==> src/include/viu_consts.svh <==
// Constants for the vectored interrupt unit: offsets, field positions, resets, timing.
// Assumes inclusion by bare name from package and design files.
`ifndef VIU_CONSTS_SVH
`define VIU_CONSTS_SVH

// ==========================================
// Source count and vector map
`define VIU_NUM_SRC 14
`define VIU_VEC_W 12
`define VIU_VEC_BASE 12'h0003
`define VIU_VEC_STEP 12'h0003
`define VIU_VEC_RESET 12'h0000
// Sources from this index on sit one extra gap above the plain step
`define VIU_VEC_GAP_IDX 3
`define VIU_VEC_GAP 12'h0006

// ==========================================
// Source indices, lowest index wins
`define VIU_SRC_EXT 0
`define VIU_SRC_PCHG 1
`define VIU_SRC_TICK 2

// ==========================================
// APB register byte offsets
`define VIU_OFF_STATUS_ONE 12'h000
`define VIU_OFF_STATUS_TWO 12'h004
`define VIU_OFF_MASK_ONE 12'h008
`define VIU_OFF_MASK_TWO 12'h00C
`define VIU_OFF_CTRL 12'h010
`define VIU_OFF_BACKUP 12'h014

// ==========================================
// Control register fields
`define VIU_CTRL_GIE_BIT 0
`define VIU_CTRL_LXT_BIT 1
`define VIU_CTRL_ACTIVE_BIT 2

// ==========================================
// Reset values
`define VIU_RST_FLAGS 14'h0000
`define VIU_RST_MASK 14'h0000

// ==========================================
// Noise filter: least pulse in system clock periods
`define VIU_FILT_CYCLES 8

`endif

==> src/include/viu_pkg.sv <==
// Types for the vectored interrupt unit.
// Assumes viu_consts.svh is on the include path.
`include "viu_consts.svh"

package viu_pkg;
   typedef logic [`VIU_NUM_SRC-1:0] viu_src_t;
   typedef logic [7:0] viu_byte_t;
   typedef logic [`VIU_VEC_W-1:0] viu_vec_t;
   typedef enum logic [1:0] {
      VIU_IDLE,
      VIU_VECTOR,
      VIU_SERVICE
   } viu_state_e;
endpackage

==> src/viu_pin_filter.sv <==
// Noise filter for the external interrupt pin with falling edge output.
// Assumes pin is synchronous to clk_i.
`timescale 1ns/1ps
`default_nettype none
`include "viu_consts.svh"

module viu_pin_filter #(
   parameter int FILT_CYCLES = `VIU_FILT_CYCLES
) (
   // Clock and reset
   input wire logic clk_i,
   input wire logic rstn_i,
   // Pin and mode
   input wire logic pin_i,
   input wire logic bypass_i,
   // Result
   output logic fall_o
);
   localparam int CW = $clog2(FILT_CYCLES + 1);

   typedef struct packed {
      logic [CW-1:0] cnt;
      logic stable;
      logic prev;
      logic fall;
   } viu_filt_s;

   viu_filt_s q, d;

   always_comb begin
      d = q;
      d.fall = 1'b0;
      if (bypass_i) begin
         d.cnt = '0;
         d.stable = pin_i;
      end else if (pin_i == q.stable) begin
         d.cnt = '0;
      end else if (q.cnt == CW'(FILT_CYCLES - 1)) begin
         d.cnt = '0;
         d.stable = pin_i;
      end else begin
         d.cnt = q.cnt + CW'(1);
      end
      d.prev = d.stable;
      d.fall = q.prev & ~d.stable;
   end

   always_ff @(posedge clk_i or negedge rstn_i) begin
      if (!rstn_i) begin
         q <= '{cnt: '0, stable: 1'b1, prev: 1'b1, fall: 1'b0};
      end else begin
         q <= d;
      end
   end

   assign fall_o = q.fall;
endmodule // viu_pin_filter

`default_nettype wire

==> src/viu_top.sv <==
// Vectored interrupt unit: flags, masks, global enable, priority vectoring, backup store.
// Assumes a core giving one-cycle instruction strobes and an APB master.
`timescale 1ns/1ps
`default_nettype none
`include "viu_consts.svh"

module viu_top
   import viu_pkg::*;
#(
   parameter int NUM_SRC = `VIU_NUM_SRC,
   parameter int FILT_CYCLES = `VIU_FILT_CYCLES
) (
   // Clock and reset
   input wire logic clk_i,
   input wire logic rstn_i,
   // APB slave
   input wire logic psel_i,
   input wire logic penable_i,
   input wire logic pwrite_i,
   input wire logic [11:0] paddr_i,
   input wire logic [31:0] pwdata_i,
   output logic [31:0] prdata_o,
   output logic pready_o,
   output logic pslverr_o,
   // Interrupt sources
   input wire logic ext_pin_i,
   input wire logic [NUM_SRC-1:0] src_event_i,
   // Core instruction strobes
   input wire logic global_irq_on_instr_i,
   input wire logic global_irq_off_instr_i,
   input wire logic return_from_isr_instr_i,
   // Core registers to save
   input wire viu_byte_t accumulator_i,
   input wire viu_byte_t core_status_reg_i,
   input wire viu_byte_t indirect_select_reg_i,
   // Fetch redirect
   output logic vector_valid_o,
   output viu_vec_t vector_addr_o,
   // Restore to core
   output logic restore_valid_o,
   output viu_byte_t accumulator_o,
   output viu_byte_t core_status_reg_o,
   output viu_byte_t indirect_select_reg_o,
   // Status
   output logic global_irq_en_o
);

   // ==========================================
   // State
   typedef struct packed {
      viu_src_t flags;
      viu_src_t mask;
      logic gie;
      logic low_freq_crystal_mode;
      logic active;
      viu_state_e st;
      logic vec_valid;
      viu_vec_t vec_addr;
      logic rst_valid;
      viu_byte_t bk_acc;
      viu_byte_t bk_stat;
      viu_byte_t bk_ind;
      logic [31:0] rdata;
      logic ready;
      logic slverr;
   } viu_state_s;

   // ==========================================
   // Reset value
   localparam viu_state_s RST_STATE = '{
      flags: `VIU_RST_FLAGS,
      mask: `VIU_RST_MASK,
      gie: 1'b0,
      low_freq_crystal_mode: 1'b0,
      active: 1'b0,
      st: VIU_IDLE,
      vec_valid: 1'b0,
      vec_addr: `VIU_VEC_RESET,
      rst_valid: 1'b0,
      bk_acc: 8'h00,
      bk_stat: 8'h00,
      bk_ind: 8'h00,
      rdata: 32'h0000_0000,
      ready: 1'b0,
      slverr: 1'b0
   };

   viu_state_s q, d;
   logic ext_fall;
   viu_src_t events;
   viu_src_t pend;
   logic any_pend;
   logic [$clog2(NUM_SRC)-1:0] win;
   logic apb_acc;
   logic apb_wr;
   logic wr_st1;
   logic wr_st2;
   logic wr_m1;
   logic wr_m2;
   logic wr_ctl;
   viu_src_t flag_nxt;
   viu_src_t mask_nxt;
   viu_vec_t vec_tab [NUM_SRC];
   logic take_ret;
   logic take_irq;
   logic gie_nxt;
   logic [31:0] rd_word;
   logic rsp_err;
   logic [31:0] rsp_word;
   localparam int SEL_W = $clog2(NUM_SRC);

   // ==========================================
   // Decoding helpers
   function automatic logic addr_hit(input logic [11:0] a);
      unique case (a)
         `VIU_OFF_STATUS_ONE,
         `VIU_OFF_STATUS_TWO,
         `VIU_OFF_MASK_ONE,
         `VIU_OFF_MASK_TWO,
         `VIU_OFF_CTRL,
         `VIU_OFF_BACKUP: addr_hit = 1'b1;
         default: addr_hit = 1'b0;
      endcase
   endfunction

   // Map skips two slots after the third source
   function automatic viu_vec_t vec_of(input logic [$clog2(NUM_SRC)-1:0] i);
      vec_of = `VIU_VEC_BASE + viu_vec_t'(i) * `VIU_VEC_STEP;
      if (i >= `VIU_VEC_GAP_IDX) begin
         vec_of = vec_of + `VIU_VEC_GAP;
      end
   endfunction

   // ==========================================
   // External pin filter
   viu_pin_filter #(
      .FILT_CYCLES(FILT_CYCLES)
   ) u_filter (
      .clk_i(clk_i),
      .rstn_i(rstn_i),
      .pin_i(ext_pin_i),
      .bypass_i(q.low_freq_crystal_mode),
      .fall_o(ext_fall)
   );

   // ==========================================
   // Event gathering and priority
   always_comb begin
      events = src_event_i;
      events[`VIU_SRC_EXT] = ext_fall;
      events[`VIU_SRC_PCHG] = src_event_i[`VIU_SRC_PCHG] & q.mask[`VIU_SRC_PCHG];
   end

   assign pend = q.flags & q.mask;
   assign any_pend = |pend;

   always_comb begin
      win = '0;
      for (int i = NUM_SRC - 1; i >= 0; i--) begin
         if (pend[i]) begin
            win = i[$clog2(NUM_SRC)-1:0];
         end
      end
   end

   assign apb_acc = psel_i & penable_i & ~q.ready;
   assign apb_wr = apb_acc & pwrite_i & addr_hit(paddr_i);

   // ==========================================
   // Register write selects
   assign wr_st1 = apb_wr && (paddr_i == `VIU_OFF_STATUS_ONE);
   assign wr_st2 = apb_wr && (paddr_i == `VIU_OFF_STATUS_TWO);
   assign wr_m1 = apb_wr && (paddr_i == `VIU_OFF_MASK_ONE);
   assign wr_m2 = apb_wr && (paddr_i == `VIU_OFF_MASK_TWO);
   assign wr_ctl = apb_wr && (paddr_i == `VIU_OFF_CTRL);

   // ==========================================
   // Per-source flag and mask, sources 0 to 7 in the first register pair
   for (genvar g = 0; g < NUM_SRC; g++) begin : g_src
      localparam int RB = g % 8;
      logic clr;
      logic load;
      assign clr = ((g < 8) ? wr_st1 : wr_st2) & pwdata_i[RB];
      assign load = (g < 8) ? wr_m1 : wr_m2;
      // Set wins over a clear in the same cycle
      assign flag_nxt[g] = (q.flags[g] & ~clr) | events[g];
      assign mask_nxt[g] = load ? pwdata_i[RB] : q.mask[g];
   end

   // ==========================================
   // Fixed vector per source
   for (genvar g = 0; g < NUM_SRC; g++) begin : g_vec
      assign vec_tab[g] = vec_of(SEL_W'(g));
   end

   // ==========================================
   // Return and vectoring decisions
   assign take_ret = return_from_isr_instr_i & q.active & (q.st != VIU_VECTOR);
   // Return beats vectoring in the same cycle
   assign take_irq = q.gie & any_pend & ~take_ret & (q.st != VIU_VECTOR);

   // ==========================================
   // Global enable
   always_comb begin
      gie_nxt = q.gie;
      if (wr_ctl) begin
         gie_nxt = pwdata_i[`VIU_CTRL_GIE_BIT];
      end
      if (global_irq_off_instr_i) begin
         gie_nxt = 1'b0;
      end
      if (global_irq_on_instr_i) begin
         gie_nxt = 1'b1;
      end
      if (take_ret) begin
         gie_nxt = 1'b1;
      end else if (take_irq) begin
         gie_nxt = 1'b0;
      end
   end

   // ==========================================
   // Read data
   always_comb begin
      rd_word = '0;
      unique case (paddr_i)
         `VIU_OFF_STATUS_ONE: rd_word[7:0] = q.flags[7:0];
         `VIU_OFF_STATUS_TWO: rd_word[NUM_SRC-9:0] = q.flags[NUM_SRC-1:8];
         `VIU_OFF_MASK_ONE: rd_word[7:0] = q.mask[7:0];
         `VIU_OFF_MASK_TWO: rd_word[NUM_SRC-9:0] = q.mask[NUM_SRC-1:8];
         `VIU_OFF_CTRL: rd_word[2:0] = {q.active, q.low_freq_crystal_mode, q.gie};
         `VIU_OFF_BACKUP: rd_word[23:0] = {q.bk_ind, q.bk_stat, q.bk_acc};
         default: rd_word = '0;
      endcase
   end

   // ==========================================
   // APB response
   assign rsp_err = ~addr_hit(paddr_i);
   assign rsp_word = pwrite_i ? 32'h0000_0000 : rd_word;

   // ==========================================
   // Next state
   always_comb begin
      d = q;
      d.flags = flag_nxt;
      d.mask = mask_nxt;
      d.gie = gie_nxt;
      d.vec_valid = 1'b0;
      d.rst_valid = 1'b0;
      d.ready = 1'b0;
      d.slverr = 1'b0;
      if (wr_ctl) begin
         d.low_freq_crystal_mode = pwdata_i[`VIU_CTRL_LXT_BIT];
      end

      unique case (q.st)
         VIU_IDLE, VIU_SERVICE: begin
            if (take_ret) begin
               d.active = 1'b0;
               d.st = VIU_IDLE;
               d.rst_valid = 1'b1;
            end else if (take_irq) begin
               d.st = VIU_VECTOR;
               d.vec_addr = vec_tab[win];
               d.vec_valid = 1'b1;
               d.bk_acc = accumulator_i;
               d.bk_stat = core_status_reg_i;
               d.bk_ind = indirect_select_reg_i;
               d.active = 1'b1;
            end
         end
         VIU_VECTOR: begin
            d.st = VIU_SERVICE;
         end
         default: d.st = VIU_IDLE;
      endcase

      // APB answer in the cycle after the access phase opens
      if (apb_acc) begin
         d.ready = 1'b1;
         d.slverr = rsp_err;
         d.rdata = rsp_word;
      end
   end

   // ==========================================
   // Registers
   always_ff @(posedge clk_i or negedge rstn_i) begin
      if (!rstn_i) begin
         q <= RST_STATE;
      end else begin
         q <= d;
      end
   end

   // ==========================================
   // Outputs
   assign prdata_o = q.rdata;
   assign pready_o = q.ready;
   assign pslverr_o = q.slverr;
   assign vector_valid_o = q.vec_valid;
   assign vector_addr_o = q.vec_addr;
   assign restore_valid_o = q.rst_valid;
   assign accumulator_o = q.bk_acc;
   assign core_status_reg_o = q.bk_stat;
   assign indirect_select_reg_o = q.bk_ind;
   assign global_irq_en_o = q.gie;

endmodule // viu_top

`default_nettype wire

==> config.mk <==
export PLATFORM = sky130hd
export DESIGN_NAME = viu_top
export DESIGN_NICKNAME = d
export VERILOG_FILES = /design/src/include/viu_pkg.sv /design/src/viu_pin_filter.sv /design/src/viu_top.sv
export VERILOG_INCLUDE_DIRS = /design/src /design/src/include
export SDC_FILE = /design/constraint.sdc
export NUM_CORES = 1
export LEC_CHECK = 0
export BUFFER_PORTS_ARGS = -buffer_cell sky130_fd_sc_hd__buf_4
export CAP_MARGIN = 20
export CORE_MARGIN = 1.5
export CORE_UTILIZATION = 51
export CTS_CLUSTER_SIZE = 40
export DETAILED_ROUTE_END_ITERATION = 6
export PLACE_DENSITY = 0.8
export SLEW_MARGIN = 20
export SYNTH_ARGS = -nofsm -noshare
export SYNTH_HDL_FRONTEND = slang
export SYNTH_SLANG_ARGS = --single-unit
==> constraint.sdc <==
create_clock -name clk_i -period 2.07 [get_ports clk_i]
set_input_delay 0.3105 -clock clk_i [delete_from_list [all_inputs] [get_ports clk_i]]
set_output_delay 0.3105 -clock clk_i [all_outputs]
set_load 0.01 [all_outputs]
==> flow_summary.yaml, run 1 <==
critical_path:
  crit_type: "reg2reg"
  crit_slowest_cell: "dfrtp_1"
  max_stage_delay_ps: 420
  arrival_ps: 2240
  timing.rr.start: "q[87]"
  rrSetupSlack_ps: 70
  crit_path_start_kind: "flop"
  r2r_end: "accumulator_o[5]"
  cp_max_fo: 20
  r2r_cells: 6
  cp.required_ps: 2310
  crit_chain: "a22o_1 -> or3b_1 -> or2_4 -> nand2_4 -> inv_6 -> mux2_4"
  setup.worst_path.end_class: "flop"
placed_design:
  place_hpwl_um: 8740
  gp_congestion: 0.911
  dp_cells: 684
  pre_cts_slack_ps: -36.9
  io_buffer_count: 124
cells_and_area:
  final.fill_count: 773
  drive_gt1_frac: 0.386
  finalNonFillerCells: 710
  num-nets-final: 671
  diodes: 0
  syn_to_final_growth_pct: 20.8
cts:
  ctsHtreeMaxLevel: 3
  clk_path_buf_depth: 2
  cts_buffers: 9
  clkTransAtPathRegs_ps: 100
  cts-root-buf: "clkbuf_8"
  clock-sinks: 97
  insertion_delay_ps: 360
  cts_tree: "done"
route:
  drtIter0Drc: 251
  via_count: 3827
  drc: 0
  postRouteAntennaNets: 0
  post_drt_wl_per_cell_um: 16.4
  dr.pass1.iters: 5
  drt-total-wl_um: 11600
  viasPerCell: 5.39
timing:
  setup_violations: 0
  tns_ps: 0
  final-hold-violation-count: 0
  fin_crit_ps: 2000
  skew_ps: 14.0
  max_freq_ghz: 0.500
  slew_viol_final: 0
  worst_slack_ps: 70.3
  finalCritPeriodShare: 0.966
global_route:
  grt_pass1_wl_um: 18100
  antenna_found_initial: 0
  grtUsageTotal: 0.226
  grt_pass1_vias: 3699
  grt_max_degree: 39
  gr-total-overflow: 0
worst_hold_path:
  hp-start: "global_irq_off_instr_i"
  hold_path_end: "global_irq_en_o"
  hold_depth: 2
  hold_path_class: "in2reg"
die:
  start_util: 0.533
  core_um2: 9330
  pin_count: 164
  die_h_um: 102
  rows: 35
  die_area_um2: 10400
  die_x_um: 102
logic_synthesis:
  synth.avg_cell_area_um2: 10.4
  ys.flop_type: "dfrtp_1"
  ys_warn_count: 0
  synthArstFlopShare: 1.00
  synth_edf_count: 0
  ys_seq_elements: 97
  netlist_instances: 476
  synthesis.area_um2: 4970
  ys_types: 59
  yosysSeqAreaShare: 0.488
pwr:
  p_leak_nw: 3.03
  power.density_nw_per_um2: 663
  p_total_w: 0.00398
  ir_drop_mv: 0.361
run:
  max_cap_viol_count: 0
run_status:
  status: "finished clean"
logic make-up after synthesis:
| kind of cell | synth area share |
|---|---|
| AOI/OAI and AO/OA | 0.141 |
| xor gates and xnor gates | 0.00352 |
| adders and majority gates | 0.0101 |
| buffers and inverters | 0.135 |
| DFF | 0.488 |
| muxes | 0.0707 |
| other | 0.000754 |
| and+or+nand+nor | 0.150 |
worst max-delay path, delay by kind of cell, from the launching register on:
kind	cells	cell delay (ps)
muxes	1	310
and+or+nand+nor	3	800
AOI/OAI and AO/OA	1	280
buffers and inverters	1	80
DFF	1	420
worst max-delay path by stage:
stage,to,slack [ps],start
after floorplan,vector_addr_o[2],210,q[99]
after global placement,accumulator_o[2],80,q[101]
after detailed placement,vector_addr_o[2],-40,q[100]
after CTS,vector_addr_o[2],30,q[85]
after global routing,vector_addr_o[2],-60,q[100]
final,accumulator_o[5],70,q[87]
metrics by stage:
stage	area (um^2)	hold WS, ps	util
finish	6010	119	0.644
CTS	5920	106	0.634
detailed placement	5680	314	0.609
global route	6010	104	0.644
global placement	5680	305	0.609
floorplan	5020	14.9	-
synth_stat cells, types with 2 or more instances:
library cell  number  area share
a222oi_1           3      0.0060
mux2_4             5       0.015
buf_4             70        0.11
ha_1               4       0.010
a31oi_1            2      0.0025
mux2i_1            4      0.0081
inv_1              6      0.0045
nor2_1            14       0.011
o21ai_0           11       0.011
a22oi_1            9       0.014
and2_1             4      0.0050
o31ai_1            3      0.0045
a32oi_1            5      0.0088
buf_12             3       0.012
nand3_1            5      0.0050
buf_1              2      0.0015
nor3_1             8      0.0081
buf_2              4      0.0040
a221oi_1           2      0.0035
nor3_2             4      0.0081
mux2_2            19       0.043
nand2_1          104       0.078
a21o_1            13       0.020
buf_6              2      0.0045
a21oi_1           17       0.017
nor2b_1            4      0.0050
dfrtp_1           96        0.48
a22o_1            22       0.039
per-layer routing:
metal / vias up / global-route usage / wire, um
met5: - / 0 / 0
met4: 0 / 0.0737 / 317
met3: 29 / 0.0469 / 884
met2: 175 / 0.381 / 5530
met1: 1843 / 0.293 / 4900
li1: 1780 / - / -
cells in the final DEF, fill, tap and decap left out, types with 5 or more instances in the layout:
cell and count:
buf_4 155, nor3_1 7, nor3_2 5, mux2_2 19, nand3_1 5, a21oi_1 16, a21o_1 13, inv_1 5
conb_1 14, nand2_1 104, mux2_4 5, nor2_1 14, o21ai_0 9, a22oi_1 8, dfrtp_1 95, a22o_1 22
clkbuf_8 10
report_power, final:
group	switching, W	leakage (nW)	internal (W)
clock	0.000654	0.100	0.000601
sequential	0.000109	1.27	0.00203
combinational	0.000287	1.66	0.000304
area by class of cell:
class	instances	area [um^2]	share of cell area
Sequential cell	97	2430	0.404
Multi-Input combinational cell	303	1970	0.327
Timing Repair Buffer	158	1210	0.202
Tap cell	129	161	0.0269
Clock buffer	11	141	0.0235
Clock inverter	5	63.8	0.0106
Inverter	7	31.3	0.00521
flip-flops by register name, summed over array words and instances, names as in the netlist, 5 cells and up:
name	flops
q	32
core_status_reg_o	8
u_filter.q	5
indirect_select_reg_o	8
accumulator_o	8
prdata_o	24
vector_addr_o	6
what timing repair did:
item / 4_1_cts / 5_1_grt
pin swaps: 0 / 5
hold buffers: 1 / 0
cloned: 0 / 0
hold endpoints to repair: 33 / 0
setup buffers: 2 / 7
setup endpoints to repair: 2 / 24
gates resized for setup: 2 / 10
No activity file was read; power rests on OpenSTA's default activity.
==> run 2: changes to the inputs <==
CORE_MARGIN = 4   (was 1.5)
CORE_UTILIZATION = 55   (was 51)
PLACE_DENSITY = 0.86   (was 0.8)
clock period = 2.6 ns   (was 2.07 ns; I/O delays follow)
==> flow_summary.yaml, run 2 (synthesized netlist as in run 1, its figures left out) <==
run_status:
  status: "finished clean"
timing:
  tns_ps: 0
  rsz0062_at_grt: "false"
  worst_pin_slew_ps: 650
  slew_headroom: 0.567
  worst_slack_ps: 454
  fin_crit_ps: 2150
  max_freq_ghz: 0.466
  slew_viol_final: 0
  final-hold-violation-count: 0
  finalCritPeriodShare: 0.825
  setup_violations: 0
  skew_ps: 8.63
route:
  viasPerCell: 5.65
  dr.pass1.iters: 6
  via_count: 3755
  post_drt_wl_per_cell_um: 17.4
  drc: 0
  postRouteAntennaNets: 0
  drt-total-wl_um: 11600
  drtIter0Drc: 218
pwr:
  p_switching_w: 0.000873
  ir_drop_mv: 0.412
  p_seq_frac: 0.552
  p_total_w: 0.00309
  p_clk_frac: 0.297
  power.density_nw_per_um2: 540
  swShare: 0.282
  pwr-share-comb: 0.150
  internal_power_w: 0.00222
  p_leak_nw: 2.89
cells_and_area:
  final_cell_mix: "buf_4 (133), nand2_1 (104), dfrtp_1 (96)"
  postLayoutCellArea_um2: 5720
  diodes: 0
  final_common_cell: "buf_4"
  num-nets-final: 647
  largest_reg_flops: 32
  drive_gt1_frac: 0.346
  syn_to_final_growth_pct: 15.1
  regMostFlops: "q"
  finalNonFillerCells: 665
placed_design:
  pre_cts_slack_ps: 405
  place_hpwl_um: 9000
  dp_cells: 649
  io_buffer_count: 124
  place_area_um2: 5540
  gp_congestion: 0.922
global_route:
  grt_pass1_vias: 3750
  grtUsageTotal: 0.225
  antenna_found_initial: 0
  grt_max_degree: 52
  grt_pass1_wl_um: 18500
  gr-total-overflow: 0
run:
  max_cap_viol_count: 0
critical_path:
  arrival_ps: 2390
  crit_type: "reg2reg"
  setup.worst_path.end_class: "flop"
  cp.required_ps: 2840
  cp_max_fo: 27
  crit_path_start_kind: "flop"
cts:
  ctsResizeCount: 0
  insertion_delay_ps: 360
  ctsHoldBuffers: 0
  ctsHtreeMaxLevel: 3
  clock-sinks: 97
  clk_path_buf_depth: 2
  postCtsSetupBuffers: 0
  cts-root-buf: "clkbuf_8"
  cts_tree: "done"
  clkTransAtPathRegs_ps: 100
  cts_buffers: 9
worst_hold_path:
  hold_path_class: "in2async"
die:
  pin_count: 164
  rows: 34
  die_h_um: 103
  die_x_um: 103
  core_um2: 8760
  die_area_um2: 10600
  start_util: 0.568
run 2: cell types whose count changed in the layout (fill, tap and decap cells not counted), sizes merged:
cell	delta
clkbuf	-2
bufinv	-1
dlygate4sd3	-1
inv	+2
buf	-23
clkinv	+1
run 2: through the flow:
stage	hold slack, ps	utilization
finish	38.9	0.653
global route	77.3	0.653
CTS	55.4	0.653
detailed placement	443	0.632
global placement	406	0.632
floorplan	94.4	-
run 2: routing by layer:
layer  vias to the layer above  share of wire  track usage
met5                         -              0            0
met4                         0          0.019       0.0787
met3                        18          0.077       0.0352
met2                       170           0.49        0.380
met1                      1830           0.41        0.294
li1                       1737              -            -
run 2: power groups by stage:
stage / clock, W / sequential [W] / combinational (W)
floorplan: 0 / 0.00171 / 0.000310
global placement: 0 / 0.00173 / 0.000453
detailed placement: 0 / 0.00173 / 0.000470
CTS: 0.000943 / 0.00171 / 0.000469
global route: 0.00101 / 0.00172 / 0.000516
finish: 0.000920 / 0.00171 / 0.000464
run 2: path summary, 6_finish.rpt:
| path | start | endpoint | slack [ps] | cells after the start |
|---|---|---|---|---|
| max | q[99] | accumulator_o[0] | 450 | 6 |
| min | rstn_i | vector_valid_o | 40 | 1 |
| max reg2reg | q[99] | accumulator_o[0] | 450 | 6 |
| min reg2reg | u_filter.fall_o | q[91] | 450 | 1 |
| max in group asynchronous | rstn_i | prdata_o[11] | 1890 | 2 |
| min in group clk_i | src_event_i[6] | q[97] | 200 | 2 |
run 2: area by class of cell:
type / instances / area, um^2
Fill cell: 702 / 3040
Clock buffer: 9 / 124
Clock inverter: 7 / 62.6
Tap cell: 108 / 135
Multi-Input combinational cell: 303 / 1920
Inverter: 7 / 31.3
Sequential cell: 97 / 2430
Timing Repair Buffer: 134 / 1020
run 2: worst max-delay path, cell delays in order (launching register included):
cell and delay [ps]:
dfrtp_1 440, a22o_2 320, or3b_1 370, or2_4 290, nand2_4 150, inv_6 120, mux2_4 320
==> run 3: changes to the inputs <==
CORE_UTILIZATION = 46   (was 55)
PLACE_DENSITY = 0.77   (was 0.86)
clock period = 1.9 ns   (was 2.6 ns; I/O delays follow)
==> flow_summary.yaml, run 3 (synthesized netlist as in run 1, its figures left out) <==
run_status:
  status: "finished with violations"
  violations: "negative setup slack"
pwr:
  ir_drop_mv: 0.373
  p_clk_frac: 0.349
  p_seq_frac: 0.509
  internal_power_w: 0.00346
  p_total_w: 0.00460
  p_switching_w: 0.00114
  swShare: 0.248
  p_leak_nw: 3.24
  power.density_nw_per_um2: 713
  pwr-share-comb: 0.142
cells_and_area:
  final.fill_count: 879
  syn_to_final_growth_pct: 29.6
  postLayoutCellArea_um2: 6450
  regMostFlops: "q"
  num-nets-final: 706
  fin_util: 0.619
  diodes: 0
  largest_reg_flops: 32
  final_common_cell: "buf_4"
  drive_gt1_frac: 0.446
  final_cell_mix: "buf_4 (186), nand2_1 (100), dfrtp_1 (94)"
cts:
  cts-root-buf: "clkbuf_8"
  clkTransAtPathRegs_ps: 90
  clock-sinks: 97
  insertion_delay_ps: 360
  cts_tree: "done"
  ctsHtreeMaxLevel: 3
  cts_buffers: 9
  clk_path_buf_depth: 2
timing:
  worst_slack_ps: -74.8
  fin_crit_ps: 1970
  final-hold-violation-count: 0
  setup_violations: 27
  finalCritPeriodShare: 1.04
  max_freq_ghz: 0.506
  skew_ps: 8.03
  slew_viol_final: 0
  worst_pin_slew_ps: 511
  slew_headroom: 0.659
  tns_ps: -1100
  rsz0062_at_grt: "true"
global_route:
  grtUsageTotal: 0.199
  grt_pass1_vias: 3899
  grt_pass1_wl_um: 20000
  grt_max_degree: 98
  gr-total-overflow: 0
  antenna_found_initial: 0
critical_path:
  crit_type: "reg2reg"
  arrival_ps: 2220
  crit_path_start_kind: "flop"
  cp_max_fo: 9
  rrSetupSlack_ps: -70
  setup.worst_path.end_class: "flop"
  cp.required_ps: 2140
die:
  start_util: 0.477
  pin_count: 164
  die_x_um: 112
  rows: 37
  core_um2: 10400
  die_h_um: 112
  die_area_um2: 12500
run:
  max_cap_viol_count: 0
route:
  postRouteAntennaNets: 0
  dr.pass1.iters: 6
  via_count: 3891
  drtIter0Drc: 296
  post_drt_wl_per_cell_um: 16.8
  drc: 0
  drt-total-wl_um: 12600
  viasPerCell: 5.17
placed_design:
  gp_congestion: 0.913
  place_area_um2: 5950
  pre_cts_slack_ps: -95.8
  place_hpwl_um: 9370
  io_buffer_count: 124
worst_hold_path:
  hold_path_class: "in2reg"
==> run 3: timing repair <==
action | in CTS | in global routing
setup buffers | 6 | 5
cloned | 0 | 1
gates resized for setup | 19 | 15
hold buffers | 1 | 0
hold endpoints to repair | 39 | 0
setup endpoints to repair | 28 | 32
pin swaps | 13 | 12
==> run 3: final timing paths <==
kind,startpoint,to,cells after the start
worst min register to register,u_filter.fall_o,q[91],1
worst min-delay path,ext_pin_i,u_filter.fall_o,2
max in group asynchronous,rstn_i,q[96],3
worst max-delay path,q[104],accumulator_o[5],6
min in group asynchronous,rstn_i,indirect_select_reg_o[1],3
worst max register to register,q[104],accumulator_o[5],6
==> run 3: critical path, cell delays in order (launching register included) <==
cell     delay (ps)
dfrtp_1         430
a22oi_2         250
or3b_4          410
or2_4           280
nand2_4         110
inv_8            70
mux2_4          290
==> run 3: metal layers <==
| metal | part of all wire | GRT usage |
|---|---|---|
| met1 | 0.43 | 0.259 |
| met2 | 0.49 | 0.333 |
| met3 | 0.069 | 0.0440 |
| met4 | 0.020 | 0.0593 |
| met5 | 0 | 0 |
==> run 3: power groups by stage <==
stage | registers (W) | clock network [W] | logic, W
floorplan | 0.00233 | 0 | 0.000424
global placement | 0.00237 | 0 | 0.000628
detailed placement | 0.00238 | 0 | 0.000651
CTS | 0.00234 | 0.00165 | 0.000656
global route | 0.00236 | 0.00174 | 0.000723
finish | 0.00234 | 0.00160 | 0.000653
==> run 3: per-stage QoR <==
stage               hold WS (ps)  cells
floorplan                  -10.6    489
global placement             377    723
detailed placement           379    723
CTS                         84.2    746
global route                70.2    752
finish                      94.5    752
==> run 3: layout make-up <==
cell class                 count  area [um^2]  area share
timing repair buffer         193         1520       0.236
multi-input combinational    303         2040       0.317
tap                          136          170      0.0264
sequential                    97         2430       0.377
clock buffer                  11          141      0.0219
inverter                       7         33.8     0.00524
clock inverter                 5          103      0.0159
